## src/design/rcc_pkg.sv

```systemverilog
// Package for the reset cause capture block: addresses, bit positions, timing, carriers
package rcc_pkg;

   // Register addresses on the block's register port
   localparam logic [7:0] RCC_ADDR_CAUSE = 8'h00;
   localparam logic [7:0] RCC_ADDR_FORCE = 8'h01;

   // Bit positions in reset_cause_status
   localparam int RCC_BIT_POR = 7;
   localparam int RCC_BIT_PIN = 6;
   localparam int RCC_BIT_WDOG = 5;
   localparam int RCC_BIT_ILLEGAL_OPCODE_FLAG = 4;
   localparam int RCC_BIT_CLKGEN = 2;
   localparam int RCC_BIT_LVD = 1;

   // Bit position of force_reset_bit in debug_force_reset
   localparam int RCC_BIT_FORCE = 0;

   // Value of reset_cause_status after power-on, and the read value of the force register
   localparam logic [7:0] RCC_CAUSE_POR_VAL = 8'h82;
   localparam logic [7:0] RCC_FORCE_READ_VAL = 8'h00;
   localparam logic [7:0] RCC_ZERO_BYTE = 8'h00;

   // Minimum time the system reset is held, and its length in clock cycles
   localparam int RCC_CLK_PERIOD_PS = 25_000;
   localparam int RCC_HOLD_NS = 1000;
   localparam int RCC_HOLD_CYC_INT = (RCC_HOLD_NS * 1000 + RCC_CLK_PERIOD_PS - 1) / RCC_CLK_PERIOD_PS;
   localparam logic [5:0] RCC_HOLD_CYC = 6'(RCC_HOLD_CYC_INT);
   localparam logic [5:0] RCC_CNT_ZERO = 6'h00;

   // Controller states
   typedef enum logic [0:0] {
      RCC_ST_RUN = 1'b0,
      RCC_ST_HOLD = 1'b1
   } rcc_state_t;

   // Reset source levels and events from the rest of the chip
   typedef struct packed {
      logic pin_low;
      logic wdog_timeout;
      logic illegal_op;
      logic stop_exec;
      logic background_instruction_exec;
      logic clkgen_req;
      logic supply_low;
   } rcc_src_t;

   // Settings owned by the system option and debug control registers
   typedef struct packed {
      logic watchdog_enable_setting;
      logic stop_allow_setting;
      logic background_mode_allow;
      logic low_voltage_reset_enable;
      logic low_voltage_stop_enable;
   } rcc_cfg_t;

   // One register port access
   typedef struct packed {
      logic wr;
      logic rd;
      logic from_bdm;
      logic [7:0] addr;
      logic [7:0] wdata;
   } rcc_bus_t;

endpackage

```

## src/design/rcc_reset_cause.sv

```systemverilog
// Reset cause capture: status flags, watchdog restart on write, debug forced reset
//
// Overview of operation
// - On every reset, flags of active sources are set, inactive ones cleared, except that low-voltage reset keeps bit 7.
// - A debug-forced reset sets no cause flag of its own; flags of other active sources are still set.
// - A write to the cause register outside a reset restarts the watchdog; flags stay unchanged.
// - Power-on sets power-on bit 7 and low-voltage bit 1, others cleared.
// - Low-voltage reset sets bit 1, keeps bit 7; other resets clear both.
// - External pin flag bit 6 set when the reset pin was held low.
// - Watchdog flag bit 5 on timeout; source blocked while watchdog disabled.
// - Illegal-opcode bit 4, including disallowed stop or background instruction.
// - Clock-generator flag bit 2 when the clock module requested reset.
// - Low-voltage reset only with both enables set and supply below trip.
// - Force-register writes from the user program are ignored.
// - Background write of 1 to force bit resets the chip; 0 does nothing.
// - Reads of the force register always return zero.

`timescale 1ns/100ps

module rcc_reset_cause (
   // Clock and power-on reset
   input wire logic clk_i,
   input wire logic rst_b_i,
   // Reset sources and settings
   input wire rcc_pkg::rcc_src_t src_i,
   input wire rcc_pkg::rcc_cfg_t cfg_i,
   // Register port
   input wire rcc_pkg::rcc_bus_t bus_i,
   output logic [7:0] rd_data_o,
   // System side
   output logic sys_reset_o,
   output logic wdog_restart_o,
   output logic [7:0] cause_o
);
   import rcc_pkg::*;

   rcc_state_t state_ff;
   rcc_state_t nxt_state;
   logic [5:0] cnt_ff;
   logic [5:0] nxt_cnt;
   logic [7:0] flags_ff;
   logic [7:0] nxt_flags;
   logic [7:0] rd_data_ff;
   logic [7:0] nxt_rd_data;
   logic wdog_ff;
   logic nxt_wdog;

   logic [7:0] cause_now;
   logic lv_cause;
   logic illegal_opcode_flag_cause;
   logic force_req;
   logic user_force;
   logic cause_wr;
   logic any_cause;

   // Decode of the live reset sources into flag positions
   always_comb begin
      lv_cause = cfg_i.low_voltage_reset_enable && cfg_i.low_voltage_stop_enable
                 && src_i.supply_low;
      illegal_opcode_flag_cause = src_i.illegal_op
                   || (src_i.stop_exec && !cfg_i.stop_allow_setting)
                   || (src_i.background_instruction_exec && !cfg_i.background_mode_allow);
      cause_now = RCC_ZERO_BYTE;
      cause_now[RCC_BIT_POR] = lv_cause && flags_ff[RCC_BIT_POR];
      cause_now[RCC_BIT_PIN] = src_i.pin_low;
      cause_now[RCC_BIT_WDOG] = src_i.wdog_timeout && cfg_i.watchdog_enable_setting;
      cause_now[RCC_BIT_ILLEGAL_OPCODE_FLAG] = illegal_opcode_flag_cause;
      cause_now[RCC_BIT_CLKGEN] = src_i.clkgen_req;
      cause_now[RCC_BIT_LVD] = lv_cause;
      any_cause = src_i.pin_low || cause_now[RCC_BIT_WDOG] || illegal_opcode_flag_cause
                  || src_i.clkgen_req || lv_cause;
   end

   // Register port decode; only background writes reach the force bit
   always_comb begin
      cause_wr = bus_i.wr && (bus_i.addr == RCC_ADDR_CAUSE);
      user_force = bus_i.wr && (bus_i.addr == RCC_ADDR_FORCE) && bus_i.from_bdm;
      force_req = user_force && bus_i.wdata[RCC_BIT_FORCE];
   end

   // Reset sequencer and flag capture
   always_comb begin
      nxt_state = state_ff;
      nxt_cnt = cnt_ff;
      nxt_flags = flags_ff;
      nxt_wdog = 1'b0;
      nxt_rd_data = RCC_ZERO_BYTE;
      case (state_ff)
         RCC_ST_RUN: begin
            if (any_cause || force_req) begin
               // Forced reset contributes no flag of its own
               nxt_flags = cause_now;
               nxt_state = RCC_ST_HOLD;
               nxt_cnt = RCC_HOLD_CYC;
            end else begin
               // Flags are untouched by the restart write
               nxt_wdog = cause_wr;
               if (bus_i.rd && (bus_i.addr == RCC_ADDR_CAUSE)) begin
                  nxt_rd_data = flags_ff;
               end else if (bus_i.rd && (bus_i.addr == RCC_ADDR_FORCE)) begin
                  nxt_rd_data = RCC_FORCE_READ_VAL;
               end
            end
         end
         RCC_ST_HOLD: begin
            // Sources still active during the reset are gathered too
            nxt_flags = flags_ff | cause_now;
            if (cnt_ff != RCC_CNT_ZERO) begin
               nxt_cnt = cnt_ff - 6'h01;
            end else if (!any_cause) begin
               // A pin held low stretches the reset until released
               nxt_state = RCC_ST_RUN;
            end
         end
         default: begin
            nxt_state = RCC_ST_RUN;
         end
      endcase
   end

   // Power-on is the asynchronous reset, so it loads the power-on pattern
   always_ff @(posedge clk_i or negedge rst_b_i) begin
      if (!rst_b_i) begin
         state_ff <= RCC_ST_RUN;
         cnt_ff <= RCC_CNT_ZERO;
         flags_ff <= RCC_CAUSE_POR_VAL;
         rd_data_ff <= RCC_ZERO_BYTE;
         wdog_ff <= 1'b0;
      end else begin
         state_ff <= nxt_state;
         cnt_ff <= nxt_cnt;
         flags_ff <= nxt_flags;
         rd_data_ff <= nxt_rd_data;
         wdog_ff <= nxt_wdog;
      end
   end

   // Outputs straight from flip-flops
   assign sys_reset_o = (state_ff == RCC_ST_HOLD);
   assign wdog_restart_o = wdog_ff;
   assign rd_data_o = rd_data_ff;
   assign cause_o = flags_ff;

   logic [7:0] hold_len;
   always_ff @(posedge clk_i or negedge rst_b_i) begin
      if (!rst_b_i) begin
         hold_len <= 8'h00;
      end else if (state_ff == RCC_ST_HOLD) begin
         hold_len <= hold_len + 8'h01;
      end else begin
         hold_len <= 8'h00;
      end
   end
endmodule

```

## config.mk

```make
export PLATFORM = sky130hd
export DESIGN_NAME = rcc_reset_cause
export DESIGN_NICKNAME = d
export VERILOG_FILES = /design/src/design/rcc_pkg.sv /design/src/design/rcc_reset_cause.sv
export SDC_FILE = /design/constraint.sdc
export NUM_CORES = 1
export LEC_CHECK = 0
export BUFFER_PORTS_ARGS = -buffer_cell sky130_fd_sc_hd__buf_2
export CAP_MARGIN = 10
export CORE_UTILIZATION = 45
export CTS_BUF_LIST = sky130_fd_sc_hd__clkbuf_16
export DETAILED_ROUTE_END_ITERATION = 16
export GPL_TIMING_DRIVEN = 0
export PLACE_DENSITY = 0.83
export SYNTH_ARGS = -nofsm -noshare
export SYNTH_HDL_FRONTEND = slang
export SYNTH_SLANG_ARGS = --single-unit
```

## constraint.sdc

```tcl
create_clock -name clk_i -period 2.4 [get_ports clk_i]
set_clock_uncertainty 0.2 [all_clocks]
set_input_delay 0 -clock clk_i [delete_from_list [all_inputs] [get_ports clk_i]]
set_output_delay 0 -clock clk_i [all_outputs]
set_load 0.05 [all_outputs]
```

* Word-level counts from Yosys, hierarchy flattened
Cells that the tools add are included.
** Cells by class
- Bitwise gates (word level) :: 2
- Reduce and logical (&&, ||, !) cells :: 23
- Add/subtract/negate cells :: 1
- Equality and inequality tests :: 3
- Multiplexer cells :: 14
** Operators with widths (number)
- 8-bit 2-to-1 mux :: 4
- 8-bit one-hot mux with 2 select lines :: 1
- 6-bit 2-to-1 mux :: 2
- 6-bit one-hot mux with 2 select lines :: 1
- 1-bit logical AND :: 11
- 8-bit by 1-bit equality test with 1-bit output, second input constant :: 1
- 8-bit zero test :: 1
- 8-bit OR :: 1
- 1-bit logical OR :: 7
- 6-bit nonzero test :: 1
- 6-bit by 1-bit subtractor with 6-bit output, second input constant :: 1
- 1-bit 2-to-1 mux :: 5
- 1-bit zero test :: 2
- 2-bit by 1-bit inequality test with 1-bit output, second input constant :: 1
- 2-bit inequality test, second input constant :: 1
- 1-bit one-hot mux with 2 select lines :: 1
- 2-bit AND reduction :: 1
- 1-bit NOT :: 1
** Storage, ports and cells
- Input bits :: 33
- Logic and storage cells :: 48
- Output and inout bits :: 18
- Register bits :: 24

* Depth between registers and ports, before layout
Gate-level depths: netlist of the first run.
- Depth after elaboration :: 10
- Mapped depth :: 6
- Gate-level depth less buffers :: 6

* Worst setup path after synthesis of the first run
No wires, ideal clock.
- Path kind :: register -> register
- Start point :: register cnt_ff[0]
- End point :: register cnt_ff[0]
- Stages on the path, launching flop included :: 7
- Setup slack :: 0.537 ns
- Data arrival time :: 1.578 ns
- Period minus slack after synthesis :: 1.863 ns
- Setup time :: 0.085 ns
- Cells stage by stage :: dfrtp_1 inv_1 ha_1 or3b_4 nor3_4 mux2_2 o21ai_0
** On the way
- Word-level cells in the longest chain between the ends :: 3
- Elaborated cells between the ends (all ways) :: 6
- Those cells by class :: 1 x add/sub; 1 x eq/ne; 2 x mux; 2 x reduce/logical
** Ends and longest elaborated chain
- from (decl) :: line rcc_reset_cause.sv:39 : logic [5:0] cnt_ff;
- from (signal assigned) :: line rcc_reset_cause.sv:131 : cnt_ff <= nxt_cnt;
- 6-bit by 1-bit subtractor with 6-bit output / 6-bit nonzero test (equally long branches) :: line rcc_reset_cause.sv:109, rcc_reset_cause.sv:108
- 6-bit 2-to-1 mux / 2-bit by 1-bit inequality test with 1-bit output (equally long branches)
- 6-bit one-hot mux with 2 select lines / 2-bit AND reduction (equally long branches)
Several ways; a longest one is shown, not always the timed one. The select of a mux whose other input is x is not followed.
A chain may end at the register's enable or synchronous reset.

* Worst setup path in the final report of the first run
- Start point :: input port src_i[6] (netlist bit)
- End point :: register rd_data_ff[7], in the netlist rd_data_o[7]
** On the way
- Word-level cells in the longest chain between the ends :: 7
** Ends and longest elaborated chain
- from (decl) :: line rcc_reset_cause.sv:25 : input wire rcc_pkg::rcc_src_t src_i,
- 1-bit logical OR (2 in series) :: line rcc_reset_cause.sv:70 : any_cause = src_i.pin_low || cause_now[RCC_BIT_WDOG] || illegal_opcode_flag_cause
- 1-bit logical OR (2 in series) :: line rcc_reset_cause.sv:71 : || src_i.clkgen_req || lv_cause;
- 1-bit logical OR :: line rcc_reset_cause.sv:90 : if (any_cause || force_req) begin
- 8-bit 2-to-1 mux :: line rcc_reset_cause.sv:90
- 8-bit 2-to-1 mux :: line rcc_reset_cause.sv:88 : case (state_ff)
- named net nxt_rd_data[7] :: line rcc_reset_cause.sv:44 : logic [7:0] nxt_rd_data;
- to (signal assigned) :: line rcc_reset_cause.sv:133 : rd_data_ff <= nxt_rd_data;
- to (decl) :: line rcc_reset_cause.sv:43 : logic [7:0] rd_data_ff;
The timed path passes the listed nets, and every way through them passes these cells.

==> impl_results.md, run 1 <==
- Status: completed
- CP Data Arrival Time: 2.16 ns
- Drt drc: 0
- Final hold vios: 0
- Max frequency: about 460 MHz
- Synth top area share: 0.452
- Psw: 379 uW
- Layout cells sized above 1: 0.368
- TritonRoute pass-1 iters: 4
- Final setup vio count: 0
- Final ANT Viol Nets: 0
- Kind of critical path: in2reg
- Unrepaired setup endpoints after global routing: no
- Clk root buf: clkbuf_16
- CP endpoint kind: register
- Core area: about 2200 um2
- Post-CTS Setup Bufs: 0
- # placed instances: 173
- Vias in the first global route: around 990
- Layout Nets: 199
- Synth Register Bits: 21
- DR iter-0 viols: 14
- VDD IR max: 0.389 mV
- Sw Ratio: 0.317
- First-pass GRT wire length: 4.12 mm
- Congestion Overflow GR: 0
- H-tree levels: 1
- Clock power share: 0.296
- CP startpoint kind: input pin
- Max Slew Vio Count: 0
- Crit path max fanout: 10
- TritonCTS buffer count: 3
- Final WL: approximately 2.5 mm
- Io pins: 51
- Vias per cell: 5.17
- Cell Area, Synth: 1050 um2
- Fill cells: 177
- Asr flop ratio synth: 1.00
- Die area: roughly 2500 um2
- Clock period minus final worst setup slack: 2.17 ns
- PortBufs: 41
- Initial antenna violation count: 0
- Int Power: 818 uW
- Largest net degree at the start of global routing: 22
- Final worst hold slack: 0.0115 ns
- CTS tree: built
- Finished Layout Cells: 191
- Max Cap Viol: 0
- Hold buffer count at CTS: 14
- WL/cell: between 10 and 15 um
- Ratio of final minimum period to clock period: 0.905
- Clock-pin slew on the worst setup and hold paths: 0.06 ns
- DP Worst Slack: 0.392 ns
- Design area: between 1500 and 2000 um2
- Synth top cells by count: 19 x dfrtp_1, 13 x inv_1, 11 x nor3_1, 10 x nand2_1, 7 x o21ai_0
- Die height: 50.4 um
- Core Rows: 17
- Syn avg cell area: ~10 um2
- Post-DP Area: between 1000 and 1500 um2
- Top cells by area, synth: dfrtp_1 45%, nor3_1 5.2%, dfstp_2 5.0%
- Layout Area Growth over Synthesis: 44.7%
- Bufs on Longest Clock Path: 2
- WP data required: approximately 2.4 ns
- Largest area contributor in the netlist: dfrtp_1
- Num Clock Sinks: 21
- Synth Warn #: 0
- Die W: 50.4 um
- Initial Utilization: 0.476
- Min-Delay Path Class: in2reg
- Post-synth EDFFs: 0
- Global-route usage over all layers: 0.219
- Flop2flop setup slack: 0.33 ns
- Skew-Pair Late Insertion Delay: ~0.25 ns
- Count leader, synth: dfrtp_1
- Post-synth cell types: 35
- Setup TNS: 0 ns
- Setup WS post-layout: 0.228 ns
- Sequential Power Share: 0.393
- Combinational Power Share: 0.311
- Post-synthesis cell count: 102
- Resized Gates After CTS: 0
- Diodes inserted: 0
- Vias: about 990
- Main synth FF type: dfrtp_1
- Pwr Density: 786 nW/um2
- Sequential-to-total area share from yosys stat: 0.502
- Static Leakage: 0.000796 uW
- Dpl hpwl: 1.67 mm
- GP Congestion: 0.770
==> critical path, cell delays in order <==
cell	delay [ns]
dlygate4sd3_1	0.54
buf_2	0.13
nor2_1	0.10
and3_1	0.28
nand4_2	0.28
nor3_1	0.26
dlygate4sd3_1	0.57
==> state kept, by name, summed over array words and instances (netlist names) <==
register and cells:
cnt_ff 6, cause_o 6, wdog_restart_o 1, sys_reset_o 1, rd_data_o 7
==> cell type report <==
cell class	count	area, um2	area share
Clock buffer	3	75.1	0.0493
Multi-Input combinational cell	66	457	0.300
Tap cell	28	35.0	0.0230
Timing Repair Buffer	55	345	0.227
Sequential cell	21	528	0.347
Inverter	13	48.8	0.0320
Clock inverter	1	7.51	0.00493
Buffer	4	26.3	0.0173
==> cells in the final DEF (no fill, tap or decap), drive strengths merged <==
cell and n:
a211o 1, a211oi 1, a21boi 1, a221oi 1, a22o 2, a31oi 2, and2 1, and3 3
and4 1, buf 44, clkbuf 4, clkinvlp 1, conb 3, dfrtp 19, dfstp 2, dlygate4sd3 14
ha 2, inv 13, mux2 2, mux2i 1, nand2 10, nand3 2, nand3b 1, nand4 2
nor2 4, nor3 12, nor4 1, o211ai 1, o21ai 7, o21bai 2, or3 1, or3b 2
==> final timing paths <==
check / startpoint / end / depth (start not counted)
worst max register to register: cnt_ff[0] / cnt_ff[0] / 6
min in group asynchronous: rst_b_i / cnt_ff[2] / 2
worst min register to register: cause_o[7] / cause_o[7] / 1
worst min-delay path: bus_i[10] / rd_data_o[2] / 4
worst max-delay path: src_i[6] / rd_data_o[7] / 7
max in group asynchronous: rst_b_i / cause_o[7] / 2
==> cells by family (layout without fill, tap and decap cells) <==
logic type | count (synthesis) | in the layout | synth area share
and+or+nand+nor | 40 | 40 | 0.222
DFF | 21 | 21 | 0.502
AOI/OAI and AO/OA | 18 | 18 | 0.146
buffers and inverters | 17 | 76 | 0.0713
muxes | 3 | 3 | 0.0309
adders and majority gates | 2 | 2 | 0.0238
other | 1 | 3 | 0.00356
==> power by group through the flow <==
stage,clock [uW],combinational [uW],sequential (uW)
global placement,0,325,468
detailed placement,0,347,473
CTS,353,371,469
floorplan,0,260,470
global route,368,413,474
finish,355,372,470
==> per-layer routing <==
layer  global-route usage  vias to the layer above  part of all wire
li1                     -                      478                 -
met1                0.235                      451              0.37
met2                0.407                       48              0.54
met3               0.0303                       10             0.059
met4                0.125                        0             0.026
met5                    0                        -                 0
==> metrics by stage <==
stage,power [uW],utilization
after global placement,793,0.588
after detailed placement,820,0.588
after floorplan,730,-
after CTS,1190,0.688
final,1200,0.688
after global routing,1260,0.688
Power figures use the tool's default switching activity.
==> run 2: changes to the inputs <==
Settings changed: ABC_CLOCK_PERIOD_IN_PS set to 2400, CELL_PAD_IN_SITES_DETAIL_PLACEMENT set to 0, CELL_PAD_IN_SITES_GLOBAL_PLACEMENT set to 1, CORE_UTILIZATION 45 to 33.
==> impl_results.md, run 2 (synthesized netlist as in run 1, its figures left out) <==
- Status: finished, violations left
- Failing checks: negative hold slack
- # placed instances: 189
- Bufs on Longest Clock Path: 2
- Pwr Density: 785 nW/um2
- Post-layout util: 0.500
- Core area: roughly 3000 um2
- Final WL: 2.34 mm
- VDD IR max: 0.243 mV
- Die area: 3420 um2
- Drt drc: 0
- TritonRoute pass-1 iters: 4
- DR iter-0 viols: 22
- Initial Utilization: 0.348
- Static Leakage: 0.000778 uW
- Post-DP Area: 1320 um2
- Final setup vio count: 0
- Die height: 58.5 um
- Die W: 58.5 um
- Vias: roughly 950
- Max Slew Vio Count: 0
- Largest register FFs: 7
- Final worst hold slack: -0.00645 ns
- Multi-input gate area: 457 um2
- Vias per cell: between 4 and 5
- Final ANT Viol Nets: 0
- DP Worst Slack: 0.372 ns
- First-pass GRT wire length: 4.23 mm
- Max frequency: 497 MHz
- CP top delay family: simple AND/OR/NAND/NOR gates
- Min-Delay Path Class: in2reg
- Num Clock Sinks: 21
- Kind of critical path: reg2reg
- Finished Layout Cells: 204
- CP startpoint kind: register
- GP Congestion: slightly below 0.8
- Final hold vios: 1
- Layout Nets: 196
- CTS tree: built
- PortBufs: 41
- Max Cap Viol: 0
- Core Rows: 20
- Most common cell after layout, fill and taps aside: buf_2
- Worst path max stage delay: 0.42 ns
- Clk root buf: clkbuf_16
- Resized Gates After CTS: 0
- Congestion Overflow GR: 0
- TritonCTS buffer count: 3
- Reg area: 528 um2
- Global-route usage over all layers: 0.166
- Most frequent cells in the layout: 41 x buf_2, 19 x dfrtp_1, 13 x inv_1, 11 x nor3_1, 11 x dlygate4sd3_1
- Dpl hpwl: about 1.7 mm
- Layout cells sized above 1: 0.375
- Post-CTS Setup Bufs: 0
- Vias in the first global route: 999
- Diodes inserted: 0
- Buf/Inv on CP: 1
- Skew-Pair Late Insertion Delay: 0.26 ns
- CP Data Arrival Time: about 2.0 ns
- WL/cell: about 11 um
- WP data required: about 2.4 ns
- Io pins: between 50 and 60
- Unrepaired setup endpoints after global routing: no
- Worst path cell trace: inv_1 -> ha_1 -> or3b_4 -> nor3_4 -> mux2_2 -> o21ai_0
- Clock-pin slew on the worst setup and hold paths: 0.06 ns
- Crit-path slowest cell: or3b_4
- CP endpoint kind: register
- Layout Area Growth over Synthesis: 43.8%
- Ratio of final minimum period to clock period: 0.838
- Setup TNS: 0 ns
- Fill cells: 286
- Setup WS post-layout: 0.388 ns
- H-tree levels: 1
- Clock period minus final worst setup slack: 2.01 ns
- Design area: ~1500 um2
- Crit path max fanout: 4
- Largest net degree at the start of global routing: 22
- Initial antenna violation count: 0
## run 2: final cells by class
| cell class | count | share of cell area |
|---|---|---|
| plain buffers | 4 | 0.0174 |
| clock buffers | 3 | 0.0496 |
| clock inverters | 1 | 0.00496 |
| inverters | 13 | 0.0323 |
| multi-input cells | 66 | 0.302 |
| flip-flops and latches | 21 | 0.349 |
| well taps | 44 | 0.0364 |
| repair buffers | 52 | 0.208 |
## run 2: what timing repair did
action,4_1_cts,5_1_grt
setup endpoints to repair,0,0
hold buffers,11,0
hold endpoints to repair,35,0
## run 2: where the power goes
part / internal [uW] / switching, uW
sequential: 410 / 56.4
clock: 226 / 141
combinational: 182 / 173
total: 817 / 371
## run 2: worst paths after layout
path	start	to	slack, ns	cells past startpoint
max in group asynchronous	rst_b_i	cause_o[1]	1.63	2
min in group asynchronous	rst_b_i	rd_data_o[1]	0.02	2
min reg2reg	cause_o[1]	rd_data_o[1]	0.30	2
min	bus_i[8]	wdog_restart_o	-0.006	3
max	cnt_ff[0]	cnt_ff[0]	0.39	6
max reg2reg	cnt_ff[0]	cnt_ff[0]	0.39	6
## run 2: layer usage
layer	share of wire	up-vias	track usage
met2	0.53	36	0.310
met3	0.051	3	0.0242
met1	0.41	442	0.178
met4	0.012	0	0.0952
li1	-	470	-
met5	0	-	0
## run 2: through the flow
stage | total power [uW] | hold WS (ns)
after floorplan | 730 | -0.496
after global placement | 798 | -0.228
after detailed placement | 815 | -0.215
after CTS | 1200 | 0.000965
after global routing | 1270 | 0.0368
final | 1190 | -0.00645
## run 2: worst register-to-register path, cell delays in order (launching register included)
cell and delay [ns]:
dfrtp_1 0.39, inv_1 0.12, ha_1 0.19, or3b_4 0.42, nor3_4 0.18, mux2_2 0.35, o21ai_0 0.07
